**config.mk**
```make
export PLATFORM = sky130hd
export DESIGN_NAME = dfd_diag
export DESIGN_NICKNAME = d
export VERILOG_FILES = /design/src/dfd_pkg.sv /design/src/dfd_apb.sv /design/src/dfd_diag.sv /design/src/dfd_sync.sv
export SDC_FILE = /design/constraint.sdc
export NUM_CORES = 1
export LEC_CHECK = 0
export ABC_AREA = 1
export BUFFER_PORTS_ARGS = -buffer_cell sky130_fd_sc_hd__clkbuf_2
export CORE_MARGIN = 2
export CORE_UTILIZATION = 56
export CTS_CLUSTER_SIZE = 25
export DETAILED_ROUTE_END_ITERATION = 10
export PLACE_DENSITY = 0.88
export SLEW_MARGIN = 20
export SYNTH_ARGS = -nofsm -noshare
export SYNTH_HDL_FRONTEND = slang
export SYNTH_HIERARCHICAL = 1
export SYNTH_SLANG_ARGS = --single-unit
export TNS_END_PERCENT = 50
```
**constraint.sdc**
```tcl
create_clock -name core_clk_i -period 3 [get_ports core_clk_i]
set_input_delay 0.75 -clock core_clk_i [delete_from_list [all_inputs] [get_ports core_clk_i]]
set_output_delay 0.75 -clock core_clk_i [all_outputs]
set_load 0.02 [all_outputs]
```
**src/dfd_pkg.sv**
```systemverilog
// Constants and types shared by the DMA transfer diagnostics block.
// Summary of operation
// [RQ1] Reserved diagnostic register bits always read zero.
// [RQ2] Start pointer held until another requester granted.
// [RQ3] Start pointer synchronised before it is observed.
// [RQ4] Byte countdown decrements once per moved byte.
// [RQ5] No byte moves once countdown is zero.
// [RQ6] Second register shows host side state machine.
// [RQ7] Direction reads one for memory to buffer.
// [RQ8] Host side pointer addresses current buffer byte.
// [RQ9] Host level: stored bytes out, empty in.
// [RQ10] Third register fields sampled by synchronised logic.
// [RQ11] Net side pointer follows active requester pointer.
// [RQ12] Net level: stored bytes in, empty out.
// [RQ13] Writes to diagnostic registers are ignored.
package dfd_pkg;

    // Register bus geometry and register byte addresses.
    localparam int          ADDR_W     = 12;
    localparam logic [11:0] ADDR_DIAG0 = 12'h110;
    localparam logic [11:0] ADDR_DIAG1 = 12'h114;
    localparam logic [11:0] ADDR_DIAG2 = 12'h118;

    // Field widths.
    localparam int PTR_W = 13;
    localparam int CNT_W = 12;
    localparam int LVL_W = 13;
    localparam int GID_W = 3;

    // Field positions inside the diagnostic words.
    localparam int D0_START_LSB = 16;
    localparam int D1_STATE_LSB = 28;
    localparam int D1_DIR_BIT   = 26;
    localparam int D1_PTR_LSB   = 13;
    localparam int D2_PTR_LSB   = 16;

    // Masks of the reserved bits of each diagnostic word.
    localparam logic [31:0] D0_RSVD = 32'hE000F000;
    localparam logic [31:0] D1_RSVD = 32'h08000000;
    localparam logic [31:0] D2_RSVD = 32'hE000E000;

    // Reset values and step constants.
    localparam logic [12:0] BUF_BYTES_DEF = 13'h1000;
    localparam logic [12:0] PTR_RST       = 13'h0000;
    localparam logic [12:0] PTR_ONE       = 13'h0001;
    localparam logic [12:0] LVL_RST       = 13'h0000;
    localparam logic [11:0] CNT_ZERO      = 12'h000;
    localparam logic [11:0] CNT_ONE       = 12'h001;
    localparam logic [2:0]  GID_RST       = 3'h0;
    localparam logic [31:0] WORD_ZERO     = 32'h00000000;

    // States of the host side transfer state machine.
    typedef enum logic [3:0] {FSM_IDLE, FSM_LOAD, FSM_MOVE, FSM_DONE} dfd_fsm_t;

endpackage

```
**src/dfd_apb.sv**
```systemverilog
// APB slave that serves the three read-only diagnostic words.
`timescale 1ns/10ps
`default_nettype none
module dfd_apb (
    // Clock and reset.
    input  wire logic                       core_clk_i,
    input  wire logic                       reset_i,
    // APB request.
    input  wire logic                       psel_i,
    input  wire logic                       penable_i,
    input  wire logic                       pwrite_i,
    input  wire logic [dfd_pkg::ADDR_W-1:0] paddr_i,
    // Diagnostic words from the core.
    input  wire logic [31:0]                diag0_i,
    input  wire logic [31:0]                diag1_i,
    input  wire logic [31:0]                diag2_i,
    // APB answer.
    output logic      [31:0]                prdata_o,
    output logic                            pready_o,
    output logic                            pslverr_o
);

    // All slave state.
    typedef struct packed {
        logic        ready;
        logic        err;
        logic [31:0] rdata;
    } dfd_apb_st_t;

    dfd_apb_st_t st_r;   // Registered state.
    dfd_apb_st_t st_nxt; // Next state.

    // Answer in the second access cycle; unmapped addresses get pslverr.
    always_comb
    begin
        st_nxt       = st_r;
        st_nxt.ready = 1'b0;
        st_nxt.err   = 1'b0;
        if (psel_i && penable_i && !st_r.ready)
        begin
            st_nxt.ready = 1'b1;
            st_nxt.rdata = dfd_pkg::WORD_ZERO;
            if (paddr_i == dfd_pkg::ADDR_DIAG0)
            begin
                st_nxt.rdata = pwrite_i ? dfd_pkg::WORD_ZERO : diag0_i;
            end
            else if (paddr_i == dfd_pkg::ADDR_DIAG1)
            begin
                st_nxt.rdata = pwrite_i ? dfd_pkg::WORD_ZERO : diag1_i;
            end
            else if (paddr_i == dfd_pkg::ADDR_DIAG2)
            begin
                st_nxt.rdata = pwrite_i ? dfd_pkg::WORD_ZERO : diag2_i;
            end
            else
            begin
                st_nxt.err = 1'b1;
            end
        end
    end

    // State register; writes never reach the core at all.
    always_ff @(posedge core_clk_i)
    begin
        if (reset_i)
        begin
            st_r <= '0;
        end
        else
        begin
            st_r <= st_nxt; // RQ13
        end
    end

    assign prdata_o  = st_r.rdata;
    assign pready_o  = st_r.ready;
    assign pslverr_o = st_r.err;

endmodule // dfd_apb
`default_nettype wire

```
**src/dfd_diag.sv**
```systemverilog
// Bus access controller transfer core with its diagnostic register view.
//
// Decided for this implementation: the APB slave port.
`timescale 1ns/10ps
`default_nettype none
module dfd_diag #(
    parameter logic [12:0] BUF_BYTES = dfd_pkg::BUF_BYTES_DEF
) (
    // Clock and reset.
    input  wire logic                       core_clk_i,
    input  wire logic                       reset_i,
    // APB slave port.
    input  wire logic                       psel_i,
    input  wire logic                       penable_i,
    input  wire logic                       pwrite_i,
    input  wire logic [dfd_pkg::ADDR_W-1:0] paddr_i,
    input  wire logic [31:0]                pwdata_i,
    output logic      [31:0]                prdata_o,
    output logic                            pready_o,
    output logic                            pslverr_o,
    // Transfer request from the DMA arbiter.
    input  wire logic                       xfer_start_i,
    input  wire logic [dfd_pkg::CNT_W-1:0]  xfer_count_i,
    input  wire logic                       memory_to_buffer_dir_i,
    output logic                            xfer_busy_o,
    output logic                            xfer_done_o,
    // Byte handshake with the host bus master.
    input  wire logic                       byte_req_i,
    output logic                            byte_ack_o,
    output logic      [dfd_pkg::PTR_W-1:0]  host_side_buffer_pointer_o,
    output logic      [dfd_pkg::LVL_W-1:0]  host_side_buffer_level_o,
    // Buffer occupancy, same clock.
    input  wire logic [dfd_pkg::LVL_W-1:0]  buffer_used_i,
    // Requester side, asynchronous.
    input  wire logic [dfd_pkg::GID_W-1:0]  grant_id_i,
    input  wire logic [dfd_pkg::PTR_W-1:0]  transfer_start_pointer_i,
    input  wire logic [dfd_pkg::PTR_W-1:0]  net_side_buffer_pointer_i,
    output logic      [dfd_pkg::LVL_W-1:0]  net_side_buffer_level_o
);

    // All core state.
    typedef struct packed {
        dfd_pkg::dfd_fsm_t          fsm;       // Host side state.
        logic [dfd_pkg::CNT_W-1:0]  count;     // Bytes still to move.
        logic                       dir;       // One for memory to buffer.
        logic [dfd_pkg::PTR_W-1:0]  host_ptr;  // Buffer byte being accessed.
        logic [dfd_pkg::PTR_W-1:0]  start_ptr; // Start pointer of grant.
        logic [dfd_pkg::GID_W-1:0]  gid_seen;  // Grant owning start_ptr.
        logic [dfd_pkg::LVL_W-1:0]  host_lvl;  // Level shown to host side.
        logic [dfd_pkg::PTR_W-1:0]  net_ptr;   // Requester pointer sample.
        logic [dfd_pkg::LVL_W-1:0]  net_lvl;   // Level shown to requester.
        logic                       ack;       // One byte moved.
        logic                       done;      // Transfer finished.
        logic                       busy;      // Transfer in progress.
    } dfd_core_st_t;

    dfd_core_st_t st_r;   // Registered state.
    dfd_core_st_t st_nxt; // Next state.

    // Synchronised requester side values.
    logic [dfd_pkg::GID_W+dfd_pkg::PTR_W-1:0] grant_sync; // Grant and start.
    logic [dfd_pkg::PTR_W-1:0]                nptr_sync;  // Requester pointer.

    // Levels worked out from the live occupancy.
    logic [dfd_pkg::LVL_W-1:0] lvl_host; // Host side level now.
    logic [dfd_pkg::LVL_W-1:0] lvl_net;  // Requester side level now.

    // Diagnostic words presented to the bus slave.
    logic [31:0] diag0_w; // Start pointer and countdown.
    logic [31:0] diag1_w; // State, direction, pointer and level.
    logic [31:0] diag2_w; // Requester pointer and level.

    // Free space of the buffer for a given occupancy.
    function automatic logic [dfd_pkg::LVL_W-1:0] free_of(
        input logic [dfd_pkg::LVL_W-1:0] used
    );
        free_of = BUF_BYTES - used;
    endfunction

    // Grant number and start pointer travel together through one bank.
    dfd_sync #(
        .W          (dfd_pkg::GID_W + dfd_pkg::PTR_W)
    ) u_grant_sync (
        .core_clk_i (core_clk_i),
        .reset_i    (reset_i),
        .async_i    ({grant_id_i, transfer_start_pointer_i}),
        .sync_o     (grant_sync)
    );

    // The requester pointer has its own bank.
    dfd_sync #(
        .W          (dfd_pkg::PTR_W)
    ) u_nptr_sync (
        .core_clk_i (core_clk_i),
        .reset_i    (reset_i),
        .async_i    (net_side_buffer_pointer_i),
        .sync_o     (nptr_sync)
    );

    // The two sides see mirrored levels: the side that drains counts data,
    // the side that fills counts empty room.
    always_comb
    begin
        lvl_host = memory_to_buffer_dir_i ? free_of(buffer_used_i) : buffer_used_i;
        lvl_net  = memory_to_buffer_dir_i ? buffer_used_i : free_of(buffer_used_i);
        if (st_r.fsm != dfd_pkg::FSM_IDLE)
        begin
            lvl_host = st_r.dir ? free_of(buffer_used_i) : buffer_used_i; // RQ9
            lvl_net  = st_r.dir ? buffer_used_i : free_of(buffer_used_i); // RQ12
        end
    end

    // Transfer state machine, start pointer capture and sampled levels.
    always_comb
    begin
        st_nxt      = st_r;
        st_nxt.ack  = 1'b0;
        st_nxt.done = 1'b0;
        // A new grant replaces the start pointer, nothing else does.
        if (grant_sync[dfd_pkg::PTR_W +: dfd_pkg::GID_W] != st_r.gid_seen)
        begin
            st_nxt.gid_seen  = grant_sync[dfd_pkg::PTR_W +: dfd_pkg::GID_W]; // RQ2
            st_nxt.start_ptr = grant_sync[dfd_pkg::PTR_W-1:0]; // RQ2
        end
        // Requester side fields are taken only from synchronised logic.
        st_nxt.net_ptr  = nptr_sync; // RQ11
        st_nxt.net_lvl  = lvl_net; // RQ10
        st_nxt.host_lvl = lvl_host; // RQ9
        case (st_r.fsm)
            dfd_pkg::FSM_IDLE:
            begin
                // Take a new transfer; its length and direction are frozen.
                if (xfer_start_i)
                begin
                    st_nxt.count = xfer_count_i; // RQ4
                    st_nxt.dir   = memory_to_buffer_dir_i; // RQ7
                    st_nxt.fsm   = dfd_pkg::FSM_LOAD;
                end
            end
            dfd_pkg::FSM_LOAD:
            begin
                // The buffer pointer starts from the granted start pointer.
                st_nxt.host_ptr = st_r.start_ptr; // RQ8
                if (st_r.count == dfd_pkg::CNT_ZERO)
                begin
                    st_nxt.fsm = dfd_pkg::FSM_DONE; // RQ5
                end
                else
                begin
                    st_nxt.fsm = dfd_pkg::FSM_MOVE;
                end
            end
            dfd_pkg::FSM_MOVE:
            begin
                // One byte per ack, never two in a row, so the occupancy
                // has a cycle to follow the byte before the next decision.
                if (byte_req_i && !st_r.ack && (st_r.count != dfd_pkg::CNT_ZERO)
                    && (lvl_host != dfd_pkg::LVL_RST))
                begin
                    st_nxt.ack      = 1'b1;
                    st_nxt.count    = st_r.count - dfd_pkg::CNT_ONE; // RQ4
                    st_nxt.host_ptr = st_r.host_ptr + dfd_pkg::PTR_ONE; // RQ8
                    if (st_r.count == dfd_pkg::CNT_ONE)
                    begin
                        st_nxt.fsm = dfd_pkg::FSM_DONE; // RQ5
                    end
                end
            end
            dfd_pkg::FSM_DONE:
            begin
                // Signal completion for one cycle and return to idle.
                st_nxt.done = 1'b1;
                st_nxt.fsm  = dfd_pkg::FSM_IDLE;
            end
            default:
            begin
                st_nxt.fsm = dfd_pkg::FSM_IDLE;
            end
        endcase
        // Busy is registered from the next state so the port comes off a flop.
        st_nxt.busy = (st_nxt.fsm != dfd_pkg::FSM_IDLE);
    end

    // State register with synchronous reset.
    always_ff @(posedge core_clk_i)
    begin
        if (reset_i)
        begin
            st_r.fsm       <= dfd_pkg::FSM_IDLE;
            st_r.count     <= dfd_pkg::CNT_ZERO;
            st_r.dir       <= 1'b0;
            st_r.host_ptr  <= dfd_pkg::PTR_RST;
            st_r.start_ptr <= dfd_pkg::PTR_RST;
            st_r.gid_seen  <= dfd_pkg::GID_RST;
            st_r.host_lvl  <= dfd_pkg::LVL_RST;
            st_r.net_ptr   <= dfd_pkg::PTR_RST;
            st_r.net_lvl   <= dfd_pkg::LVL_RST;
            st_r.ack       <= 1'b0;
            st_r.done      <= 1'b0;
            st_r.busy      <= 1'b0;
        end
        else
        begin
            st_r <= st_nxt;
        end
    end

    // Pack the diagnostic words; bits not written here stay zero.
    always_comb
    begin
        diag0_w = dfd_pkg::WORD_ZERO; // RQ1
        diag0_w[dfd_pkg::D0_START_LSB +: dfd_pkg::PTR_W] = st_r.start_ptr;
        diag0_w[dfd_pkg::CNT_W-1:0] = st_r.count;
        diag1_w = dfd_pkg::WORD_ZERO; // RQ1
        diag1_w[dfd_pkg::D1_STATE_LSB +: 4] = st_r.fsm; // RQ6
        diag1_w[dfd_pkg::D1_DIR_BIT] = st_r.dir; // RQ7
        diag1_w[dfd_pkg::D1_PTR_LSB +: dfd_pkg::PTR_W] = st_r.host_ptr;
        diag1_w[dfd_pkg::LVL_W-1:0] = st_r.host_lvl;
        diag2_w = dfd_pkg::WORD_ZERO; // RQ1
        diag2_w[dfd_pkg::D2_PTR_LSB +: dfd_pkg::PTR_W] = st_r.net_ptr;
        diag2_w[dfd_pkg::LVL_W-1:0] = st_r.net_lvl;
    end

    // Register bus slave; write data is not used by any register.
    dfd_apb u_apb (
        .core_clk_i (core_clk_i),
        .reset_i    (reset_i),
        .psel_i     (psel_i),
        .penable_i  (penable_i),
        .pwrite_i   (pwrite_i),
        .paddr_i    (paddr_i),
        .diag0_i    (diag0_w),
        .diag1_i    (diag1_w),
        .diag2_i    (diag2_w),
        .prdata_o   (prdata_o),
        .pready_o   (pready_o),
        .pslverr_o  (pslverr_o)
    );

    // Outputs straight from the state register.
    assign xfer_busy_o                = st_r.busy;
    assign xfer_done_o                = st_r.done;
    assign byte_ack_o                 = st_r.ack;
    assign host_side_buffer_pointer_o = st_r.host_ptr;
    assign host_side_buffer_level_o   = st_r.host_lvl;
    assign net_side_buffer_level_o    = st_r.net_lvl;

    // Reserved bits of any answered read are zero.
    AST_RSVD_ZERO: assert property (@(posedge core_clk_i) disable iff (reset_i) // RQ1
        pready_o && !pwrite_i |-> (prdata_o & (paddr_i == dfd_pkg::ADDR_DIAG0 ? dfd_pkg::D0_RSVD
            : paddr_i == dfd_pkg::ADDR_DIAG1 ? dfd_pkg::D1_RSVD : dfd_pkg::D2_RSVD)) == 0)
        else $error("Reserved diagnostic bit read as one.");

    // The start pointer only moves when the grant changed the cycle before.
    AST_START_HOLD: assert property (@(posedge core_clk_i) disable iff (reset_i) // RQ2
        $changed(st_r.start_ptr) |-> $past(grant_sync[dfd_pkg::PTR_W +: dfd_pkg::GID_W])
            != $past(st_r.gid_seen))
        else $error("Start pointer changed without a new grant.");

    // Each moved byte lowers the countdown by exactly one.
    AST_COUNT_STEP: assert property (@(posedge core_clk_i) disable iff (reset_i) // RQ4
        st_r.ack |-> st_r.count == $past(st_r.count) - dfd_pkg::CNT_ONE)
        else $error("Countdown did not step by one on a byte.");

    // With the countdown at zero, in any state, no byte is acknowledged next.
    AST_STOP_AT_ZERO: assert property (@(posedge core_clk_i) disable iff (reset_i) // RQ5
        st_r.count == dfd_pkg::CNT_ZERO |=> !st_r.ack)
        else $error("Byte moved with countdown at zero.");

    // The state field of a read shows the state machine at the access.
    AST_STATE_FIELD: assert property (@(posedge core_clk_i) disable iff (reset_i) // RQ6
        pready_o && !pwrite_i && paddr_i == dfd_pkg::ADDR_DIAG1
        |-> prdata_o[dfd_pkg::D1_STATE_LSB +: 4] == $past(st_r.fsm))
        else $error("State field does not match the state machine.");

    // The direction bit follows the direction taken at transfer start.
    AST_DIR_FIELD: assert property (@(posedge core_clk_i) disable iff (reset_i) // RQ7
        st_r.fsm == dfd_pkg::FSM_IDLE && xfer_start_i
        |=> st_r.dir == $past(memory_to_buffer_dir_i)
            ##1 st_r.dir == $past(memory_to_buffer_dir_i, 2))
        else $error("Direction not held after transfer start.");

    // The buffer pointer advances by one with each moved byte.
    AST_PTR_STEP: assert property (@(posedge core_clk_i) disable iff (reset_i) // RQ8
        st_r.ack |-> st_r.host_ptr == $past(st_r.host_ptr) + dfd_pkg::PTR_ONE)
        else $error("Buffer pointer did not advance with a byte.");

    // Both levels of a running transfer mirror each other around the size.
    AST_LEVEL_MIRROR: assert property (@(posedge core_clk_i) disable iff (reset_i) // RQ12
        st_r.fsm == dfd_pkg::FSM_MOVE ##1 st_r.fsm == dfd_pkg::FSM_MOVE
        |-> st_r.host_lvl + st_r.net_lvl == BUF_BYTES)
        else $error("Host and requester levels do not mirror.");

    // The requester pointer field follows its synchroniser by one cycle.
    AST_NET_PTR: assert property (@(posedge core_clk_i) disable iff (reset_i) // RQ11
        $past(reset_i) == 1'b0 |-> st_r.net_ptr == $past(nptr_sync))
        else $error("Requester pointer does not follow its synchroniser.");

    // A write to the first diagnostic address never turns into an error.
    AST_WRITE_QUIET: assert property (@(posedge core_clk_i) disable iff (reset_i) // RQ13
        pready_o && pwrite_i && paddr_i == dfd_pkg::ADDR_DIAG0 |-> !pslverr_o)
        else $error("Write to a diagnostic register flagged an error.");

    // Main scenarios.
    COV_FULL_XFER: cover property (@(posedge core_clk_i) st_r.ack ##[1:20] st_r.done);
    COV_READ_D1:   cover property (@(posedge core_clk_i)
        pready_o && !pwrite_i && paddr_i == dfd_pkg::ADDR_DIAG1);
    COV_WRITE:     cover property (@(posedge core_clk_i) pready_o && pwrite_i);
    COV_UNMAPPED:  cover property (@(posedge core_clk_i) pslverr_o);

endmodule // dfd_diag
`default_nettype wire

```
**src/dfd_sync.sv**
```systemverilog
// Three stage synchroniser bank that accepts a value once two stages agree.
`timescale 1ns/10ps
`default_nettype none
module dfd_sync #(
    parameter int W = 16
) (
    // Clock and reset.
    input  wire logic         core_clk_i,
    input  wire logic         reset_i,
    // Asynchronous value in, settled value out.
    input  wire logic [W-1:0] async_i,
    output logic      [W-1:0] sync_o
);

    // All synchroniser state.
    typedef struct packed {
        logic [W-1:0] s1;
        logic [W-1:0] s2;
        logic [W-1:0] s3;
        logic [W-1:0] q;
    } dfd_sync_st_t;

    dfd_sync_st_t st_r;   // Registered state.
    dfd_sync_st_t st_nxt; // Next state.

    // The first stage feeds only the second; the output takes a new value
    // only when stages two and three agree, so a skewed word is never seen.
    always_comb
    begin
        st_nxt    = st_r;
        st_nxt.s1 = async_i;
        st_nxt.s2 = st_r.s1;
        st_nxt.s3 = st_r.s2;
        if (st_r.s2 == st_r.s3)
        begin
            st_nxt.q = st_r.s3; // RQ3
        end
    end

    // State register with synchronous reset.
    always_ff @(posedge core_clk_i)
    begin
        if (reset_i)
        begin
            st_r <= '0;
        end
        else
        begin
            st_r <= st_nxt;
        end
    end

    assign sync_o = st_r.q;

    // The output only moves to a value that two stages held in agreement.
    AST_SYNC_AGREE: assert property (@(posedge core_clk_i) disable iff (reset_i) // RQ3
        $changed(st_r.q) |-> $past(st_r.s2 == st_r.s3) && (st_r.q == $past(st_r.s3)))
        else $error("Synchroniser output moved without agreement.");

endmodule // dfd_sync
`default_nettype wire

```
==> impl_metrics.ini, run 1 <==
[synthesis]
synthFlopType = dfxtp_1
synth_edf_count = 0
synth_area_mm2 = 0.0117
synthTopCellsByArea = dfxtp_1 (41%), nor2_1 (11%), nand2_1 (10%)
synth-seq-cells = 237
yosysUniqueCellTypes = 44
syn_area_per_cell_um2 = 6.88
ys_warn_count = 6
syn_inst = 1696
synth-seq-area-share_pct = 40.6
yosys.area.top_type = dfxtp_1
synthArstFlopShare_pct = 0
netlist.area_leader.share_pct = 40.6

[worst_setup_path]
critPathTopFamily = simple AND/OR/NAND/NOR gates
cp.arrival_ns = 2.98
worstPathRequired_ns = 3.43
reg2reg_from = diag1_w[29]
worstPathCellList = nor2_2 -> nand2_4 -> nand2_2 -> nand2_4 -> inv_2 -> nand2_1 -> nand2_1 -> nor2_1 -> nand3_1 -> inv_1 -> nand2_1 -> nand3_1 -> nand2_1 -> nor2_1 -> nor2_1
critPathMostFrequentCell = nand2_1
max_stage_delay_ns = 0.39
crit_type = reg -> reg
timing.rr.end = diag0_w[3]
cp-end-kind = register
rr_worst_depth = 15
cp_max_fo = 13
critical_path_buf_inv_count = 2
crit_path_start_kind = register
ff2ff_setup_slack_ns = 0.45
cpMaxStageDelayCell = dfxtp_1

[flow_run]
cap_violations = 0

[sta]
hold_slack_ns = 0.402
finalSetupViolations = 0
fin_setup_tns_ns = 0
slew_viol_final = 0
timing.final.ws_setup_ns = 0.449
tightest_slew_ns = 0.895
rsz0062_at_grt = false
fin_skew_ns = 0.00934
finalHoldViolCount = 0
min_period_ns = 2.55
slew_headroom_pct = 40.3
max_freq_ghz = 0.392
fin_crit_sh_pct = 85.0

[floorplanning]
start_util_pct = 57.3
io_pins = 182
dieHeight_um = 148
die_area_mm2 = 0.0220
core-area_mm2 = 0.0204
rows = 52
die_w_um = 148

[hold_path]
min_from = u_grant_sync/st_nxt[44]
min_to = u_grant_sync/st_nxt[28]
hp-class = reg -> reg
hold_depth = 2

[placement]
dp.cells = 2012
place_congestion = 0.924
port_buffers = 149
dp_hpwl_mm = 18.7
post-place-ws_ns = 0.0555
placement.cell_area_mm2 = 0.0121

[clock_tree]
cts.sinks = 237
path_clk_slew_ns = 0.06
cts-root-buf = clkbuf_16
worstSkewPairLatency_ns = 0.53
cts_buffers = 25
cts_setup_buffers = 0
cts-resized-gates = 0
clock_path_buffers = 3
htreeDepth = 1
ctsHoldBuffers = 0
cts_tree = yes

[detailed_routing]
wirelength_mm = 27.2
vias = 10400
firstDrtPassIters = 5
vias_per_cell = 5.05
drt_iter0_drc = 938
ant_nets = 0
wl_per_cell_um = 13.2
drcViolationCount = 0

[global_routing]
grt_pass1_wl_mm = 44.3
grt.total_usage_pct = 24.1
grt_pass1_vias = 9501
antenna_found_initial = 0
grt_start_max_net_pins = 67
grt_overflow = 0

[layout]
area_growth_pct = 11.5
post-route-util_pct = 63.9
n_antenna_cell = 0
drive_above_1_share_pct = 17.5
fillerInstances = 1728
instances_no_fill = 2057
fin_nets = 1879
stdcell_area_mm2 = 0.0130

[power]
total_power_mw = 7.72
p_leak_nw = 6.32
power.density_mw_per_mm2 = 593
ir_drop_mv = 0.423

[outcome]
outcome = completed
-- logic make-up after synthesis --
| logic type | after synthesis | synth area share (%) |
|---|---|---|
| XOR/XNOR | 24 | 1.80 |
| other | 1 | 0.0321 |
| flip-flops | 237 | 40.6 |
| multiplexers | 6 | 0.514 |
| adder cells (fa/ha/maj) | 4 | 0.429 |
| AND/OR/NAND/NOR | 910 | 33.4 |
| buffers and inverters | 373 | 15.7 |
| AO/OA/AOI/OAI | 141 | 7.47 |
-- routing by layer --
metal / GRT usage [%] / part of all wire [%] / wire [µm]
met1: 31.1 / 43 / 11800
met2: 41.3 / 48 / 13000
met3: 3.47 / 5.9 / 1620
met4: 8.62 / 3.2 / 871
met5: 0 / 0 / 0
-- cells in the mapped netlist (all sizes together), types with 2 or more instances --
cell type	count
o31ai	6
inv	227
nand3	192
nand4	6
nor3	12
o21ai	25
xor2	19
o22ai	2
nor2	352
mux2i	6
xnor2	5
nand3b	3
nand2	341
clkbuf	34
a21oi	101
buf	111
or2	3
a22oi	4
ha	4
dfxtp	237
-- power by group --
group / switching [mW] / total, mW / internal (mW)
clock: 1.30 / 3.37 / 2.08
sequential: 0.125 / 3.44 / 3.32
combinational: 0.597 / 0.899 / 0.303
-- cells in the final DEF, fill, tap and decap left out, types with 6 or more instances in the layout --
cell / synthesis / final
nor2_1: 329 / 329
dfxtp_1: 237 / 237
nand2_1: 326 / 326
nand2_2: 10 / 10
conb_1: 1 / 16
o31ai_1: 6 / 6
xor2_1: 19 / 19
nor2_4: 10 / 11
clkbuf_2: 1 / 148
nor2_2: 12 / 11
inv_2: 16 / 16
a21oi_2: 31 / 31
nand3_1: 191 / 190
nand4_1: 6 / 6
o21ai_0: 23 / 23
nor3_1: 11 / 11
mux2i_1: 6 / 6
inv_1: 209 / 209
a21oi_1: 70 / 70
clkbuf_16: 0 / 25
buf_4: 72 / 25
-- sequential cells by signal, summed over array words and instances, names as in the netlist --
| register | count |
|---|---|
| diag2_w | 13 |
| host_side_buffer_pointer_o | 13 |
| u_grant_sync/sync_o | 16 |
| u_apb/pslverr_o | 1 |
| u_apb/prdata_o | 32 |
| u_nptr_sync/st_nxt | 26 |
| diag1_w | 5 |
| net_side_buffer_level_o | 12 |
| u_nptr_sync/sync_o | 13 |
| host_side_buffer_level_o | 13 |
| u_grant_sync/st_nxt | 32 |
| diag0_w | 25 |
| xfer_done_o | 1 |
| u_nptr_sync/st_r | 13 |
| st_r | 3 |
| u_grant_sync/st_r | 16 |
| u_apb/pready_o | 1 |
| byte_ack_o | 1 |
| xfer_busy_o | 1 |
-- how the worst max path moves through the flow --
stage	from	endpoint	slack, ns	depth (start not counted)
after global routing	buffer_used_i[1]	diag0_w[3]	0.20	18
after global placement	buffer_used_i[1]	diag0_w[6]	0.11	18
after floorplan	buffer_used_i[0]	host_side_buffer_pointer_o[11]	0.42	16
after detailed placement	buffer_used_i[1]	diag0_w[8]	0.06	16
after CTS	diag1_w[29]	diag0_w[3]	0.47	15
final	diag1_w[29]	diag0_w[3]	0.45	15
-- cell type report --
class | count | area (µm²) | area share, %
clock buffer | 31 | 688 | 5.28
clock inverter | 14 | 233 | 1.79
inverter | 228 | 861 | 6.61
multi-input combinational | 1101 | 5170 | 39.7
sequential | 237 | 4740 | 36.4
tap | 270 | 338 | 2.59
timing repair buffer | 176 | 988 | 7.59
-- worst register-to-register path, cell delays in order (launching register included) --
cell     delay, ns
dfxtp_1       0.39
nor2_2        0.08
nand2_4       0.21
nand2_2       0.23
nand2_4       0.18
inv_2         0.08
nand2_1       0.06
nand2_1       0.09
nor2_1        0.10
nand3_1       0.16
inv_1         0.12
nand2_1       0.30
nand3_1       0.21
nand2_1       0.09
nor2_1        0.11
nor2_1        0.05
Note: power is estimated with default switching activity, not from simulation.
==> run 2: changes to the inputs <==
--- a/config.mk
+++ b/config.mk
@@ -9,6 +9,7 @@
 export BUFFER_PORTS_ARGS = -buffer_cell sky130_fd_sc_hd__clkbuf_2
 export CORE_MARGIN = 2
 export CORE_UTILIZATION = 56
+export CTS_BUF_LIST = sky130_fd_sc_hd__clkbuf_8
 export CTS_CLUSTER_SIZE = 25
 export DETAILED_ROUTE_END_ITERATION = 10
 export PLACE_DENSITY = 0.88
==> run 2 against run 1 <==
Compared with the run above: register-to-register slack improved by 0.04 ns; routed wire length increased by 0.59%; clock power fell by 4%; clock-buffer cell count up 21; largest power group unchanged; global-route usage up 0.43 points; critical path depth stayed put; design area is essentially flat; clock skew rose by 0.029 ns; power fell by 1.8%; combinational power is essentially flat.
==> impl_metrics.ini, run 2 (same netlist as run 1, synthesis figures left out) <==
[outcome]
outcome = completed

[placement]
dp_hpwl_mm = 18.7
port_buffers = 149
dp.cells = 2012
place_congestion = 0.924

[worst_setup_path]
worst-path-stages = 15
ff2ff_setup_slack_ns = 0.49
cpMaxStageDelayCell = dfxtp_1
cp.arrival_ns = 2.96
rr_worst_depth = 15
crit_type = reg -> reg
timing.rr.end = diag0_w[1]
critPathMostFrequentCell = nand2_1
critical_path_buf_inv_count = 2
cp_max_fo = 13
max_stage_delay_ns = 0.39
worstPathCellList = nor2_2 -> nand2_4 -> nand2_2 -> nand2_4 -> inv_2 -> nand2_1 -> nand2_1 -> nor2_1 -> nand3_1 -> inv_1 -> nand2_1 -> nand3_1 -> nand2_1 -> nor2_1 -> nor2_1
reg2reg_from = diag1_w[29]
crit_path_start_kind = register
worstPathRequired_ns = 3.46
cp-end-kind = register
critPathTopFamily = simple AND/OR/NAND/NOR gates

[sta]
max_freq_ghz = 0.399
fin_skew_ns = 0.0380
slew_viol_final = 0
tightest_slew_ns = 0.931
slew_headroom_pct = 37.9
finalSetupViolations = 0
rsz0062_at_grt = false
finalHoldViolCount = 0
fin_crit_sh_pct = 83.6
min_period_ns = 2.51
fin_setup_tns_ns = 0

[detailed_routing]
drt_iter0_drc = 805
wirelength_mm = 27.4
drcViolationCount = 0
vias = 10500
wl_per_cell_um = 13.1
ant_nets = 0
vias_per_cell = 5.01
firstDrtPassIters = 5

[layout]
drive_above_1_share_pct = 18.6
area_growth_pct = 11.6
layout_commonest_cell = nor2_1
fin_nets = 1894
final_cell_mix = nor2_1 (329), nand2_1 (326), dfxtp_1 (237), inv_1 (213), nand3_1 (190)
n_antenna_cell = 0
instances_no_fill = 2085

[hold_path]
min_from = net_side_buffer_pointer_i[3]
hp-class = in -> reg
min_to = u_nptr_sync/st_nxt[29]
hold_depth = 3

[power]
power.density_mw_per_mm2 = 582
ir_drop_mv = 0.418
p_comb_share_pct = 11.8
pwr-share-clk_pct = 42.8
p_leak_nw = 6.37
total_power_mw = 7.58
seqPwrFrac_pct = 45.4
switching_share_pct = 27.8
power.net_switching_mw = 2.11
p_int_mw = 5.47

[clock_tree]
ctsHoldBuffers = 0
htreeDepth = 2
worstSkewPairLatency_ns = 0.58
cts_setup_buffers = 0
cts-resized-gates = 0
cts_buffers = 40
cts-root-buf = clkbuf_8
cts.sinks = 237
clock_path_buffers = 3
path_clk_slew_ns = 0.06
cts_tree = yes

[floorplanning]
rows = 52
die_area_mm2 = 0.0220
dieHeight_um = 148
io_pins = 182
core-area_mm2 = 0.0204
start_util_pct = 57.3
die_w_um = 148

[global_routing]
grt_overflow = 0
grt_pass1_wl_mm = 44.8
antenna_found_initial = 1
grt.total_usage_pct = 24.5
grt_pass1_vias = 9596
grt_start_max_net_pins = 67

[flow_run]
cap_violations = 0
==> run 2: routing by layer <==
layer / GRT usage (%) / vias to the layer above / share of wire, %
met4: 9.71 / 0 / 3.2
met3: 4.94 / 89 / 6.8
met5: 0 / - / 0
li1: - / 5321 / -
met2: 41.8 / 378 / 48
met1: 30.6 / 4664 / 42
==> run 2: worst max-delay path by stage <==
stage	startpoint	end	slack, ns
after floorplan	buffer_used_i[0]	host_side_buffer_pointer_o[11]	0.42
after global placement	buffer_used_i[1]	diag0_w[6]	0.11
after detailed placement	buffer_used_i[1]	diag0_w[8]	0.06
after CTS	diag1_w[29]	diag0_w[1]	0.53
after global routing	buffer_used_i[1]	diag0_w[1]	0.28
final	diag1_w[29]	diag0_w[1]	0.49
==> run 2: area by class of cell <==
type                            count  area (µm²)
Clock inverter                     21         214
Multi-Input combinational cell   1101        5170
Inverter                          228         861
Tap cell                          270         338
Timing Repair Buffer              176         988
Clock buffer                       52         716
Sequential cell                   237        4740
Fill cell                        1724        7330
==> run 2: power groups by stage <==
stage | sequential [mW] | clock [mW] | combinational, mW
6_report | 3.44 | 3.24 | 0.896
5_1_grt | 3.46 | 3.44 | 1.01
4_1_cts | 3.44 | 3.30 | 0.892
3_5_place_dp | 3.50 | 0 | 0.880
3_3_place_gp | 3.50 | 0 | 0.855
2_1_floorplan | 3.46 | 0 | 0.772
==> run 2: stage by stage <==
stage | area (µm²) | hold slack [ns] | util, % | setup WS (ns)
global route | 13000 | 0.334 | 64.0 | 0.284
detailed placement | 12100 | 0.395 | 59.4 | 0.0555
finish | 13000 | 0.355 | 64.0 | 0.493
CTS | 13000 | 0.321 | 64.0 | 0.533
floorplan | 11700 | 0.388 | - | 0.418
global placement | 12100 | 0.391 | 59.4 | 0.108
==> run 2: worst min-delay path: stages <==
cell and delay [ns]:
clkbuf_2 0.08, inv_1 0.04, nor2_1 0.03
==> run 3: changes to the inputs <==
==> constraint.sdc (replaced) <==
create_clock -name core_clk_i -period 2.6 [get_ports core_clk_i]
set_input_delay 0.65 -clock core_clk_i [delete_from_list [all_inputs] [get_ports core_clk_i]]
set_output_delay 0.65 -clock core_clk_i [all_outputs]
set_load 0.02 [all_outputs]
==> run 3 against run 2 <==
Compared with the run above: final cell count up 0.29%; sequential share of layout area up 0.059 points; via count down 0.92%; critical path type unchanged.
==> impl_metrics.ini, run 3 (same netlist as run 1, synthesis figures left out) <==
[worst_setup_path]
max_stage_delay_ns = 0.40
worstPathCellList = nor2_2 -> nand2_4 -> nand2_2 -> nand2_4 -> inv_2 -> nand2_1 -> nand2_1 -> nor2_1 -> nand3_1 -> o21ai_4 -> buf_4 -> nand3_1 -> nand2_1 -> nor2_1
worst-path-stages = 14
critPathTopFamily = simple AND/OR/NAND/NOR gates
rr_worst_depth = 14
crit_type = reg -> reg
cp.arrival_ns = 2.86
critPathMostFrequentCell = nand2_1
ff2ff_setup_slack_ns = 0.16
crit_path_start_kind = register
cp_max_fo = 13
timing.rr.end = host_side_buffer_pointer_o[10]
worstPathRequired_ns = 3.01
cp-end-kind = register
critical_path_buf_inv_count = 2
reg2reg_from = diag1_w[29]
cpMaxStageDelayCell = dfxtp_1

[layout]
final_cell_mix = nor2_1 (329), nand2_1 (326), dfxtp_1 (237), inv_1 (217), nand3_1 (190)
drive_above_1_share_pct = 18.7
fillerInstances = 1779
n_antenna_cell = 0
instances_no_fill = 2091
layout_commonest_cell = nor2_1
fin_nets = 1908
area_growth_pct = 11.4

[power]
total_power_mw = 8.21
power.density_mw_per_mm2 = 631
p_leak_nw = 6.37
ir_drop_mv = 0.534

[global_routing]
grt_pass1_wl_mm = 43.5
grt.total_usage_pct = 23.8
grt_overflow = 0
antenna_found_initial = 0
grt_start_max_net_pins = 66
grt_pass1_vias = 9363

[outcome]
outcome = completed

[placement]
post-place-ws_ns = -0.201
dp_hpwl_mm = 18.7
port_buffers = 149
dp.cells = 2027
place_congestion = 0.919

[clock_tree]
cts-resized-gates = 0
path_clk_slew_ns = 0.06
cts-root-buf = clkbuf_8
cts_tree = yes
ctsHoldBuffers = 0
cts_setup_buffers = 0
cts_buffers = 39
cts.sinks = 237
clock_path_buffers = 3
htreeDepth = 2
worstSkewPairLatency_ns = 0.55

[sta]
slew_headroom_pct = 39.7
timing.final.ws_setup_ns = 0.158
fin_setup_tns_ns = 0
finalSetupViolations = 0
fin_crit_sh_pct = 93.9
slew_viol_final = 0
rsz0062_at_grt = false
max_freq_ghz = 0.409
finalHoldViolCount = 0
fin_skew_ns = 0.0316
hold_slack_ns = 0.293
min_period_ns = 2.44
tightest_slew_ns = 0.903

[floorplanning]
rows = 52
io_pins = 182
core-area_mm2 = 0.0204
dieHeight_um = 148
die_area_mm2 = 0.0220
start_util_pct = 57.3
die_w_um = 148

[hold_path]
hp-class = in -> reg
min_from = net_side_buffer_pointer_i[0]
min_to = u_nptr_sync/st_nxt[26]
hold_depth = 3

[flow_run]
cap_violations = 0

[detailed_routing]
vias_per_cell = 4.95
drcViolationCount = 0
wl_per_cell_um = 12.8
ant_nets = 0
vias = 10400
wirelength_mm = 26.8
firstDrtPassIters = 6
drt_iter0_drc = 716
run 3: cell count changes in the layout (fill, tap and decap cells not counted), sizes merged:
cell    previous run  this run
clkbuf           200       195
inv              232       236
buf               28        43
bufinv             3         1
clkinv            12         6
run 3: worst reg2reg max path: stages (launching register included):
cell and delay [ns]:
dfxtp_1 0.40, nor2_2 0.08, nand2_4 0.22, nand2_2 0.23, nand2_4 0.19, inv_2 0.08
nand2_1 0.06, nand2_1 0.08, nor2_1 0.12, nand3_1 0.17, o21ai_4 0.28, buf_4 0.21
nand3_1 0.09, nand2_1 0.08, nor2_1 0.04
run 3: layer usage:
layer / GRT usage, % / wire, µm
met1: 30.3 / 11600
met2: 40.9 / 12900
met3: 3.80 / 1660
met4: 8.90 / 707
met5: 0 / 0
run 3: layout make-up:
type	count	area (µm²)	share of cell area (%)
clock buffer	47	647	4.97
clock inverter	17	124	0.952
inverter	228	861	6.62
multi-input combinational	1101	5170	39.7
sequential	237	4740	36.5
tap	270	338	2.60
timing repair buffer	191	1130	8.66
run 3: power breakdown:
group          total (mW)  internal, mW  leakage [nW]  switching, mW
sequential           3.97          3.83          1.94          0.142
combinational        1.06         0.372          4.01          0.685
clock                3.18          1.74         0.422           1.44
total                8.21          5.95          6.37           2.26
run 3: worst max-delay path by stage:
stage / start / end / slack [ns]
4_1_cts: diag1_w[29] / host_side_buffer_pointer_o[12] / 0.19
3_5_place_dp: buffer_used_i[1] / host_side_buffer_pointer_o[11] / -0.20
3_3_place_gp: buffer_used_i[1] / host_side_buffer_pointer_o[11] / -0.12
6_report: diag1_w[29] / host_side_buffer_pointer_o[10] / 0.16
2_1_floorplan: buffer_used_i[0] / host_side_buffer_pointer_o[11] / 0.12
5_1_grt: diag1_w[29] / host_side_buffer_pointer_o[7] / 0.02
run 3: per-stage QoR:
stage	utilization, %	cell area [µm²]
after detailed placement	60.1	12200
after global placement	60.1	12200
after global routing	63.9	13000
after CTS	63.9	13000
after floorplan	-	11700
final	63.9	13000
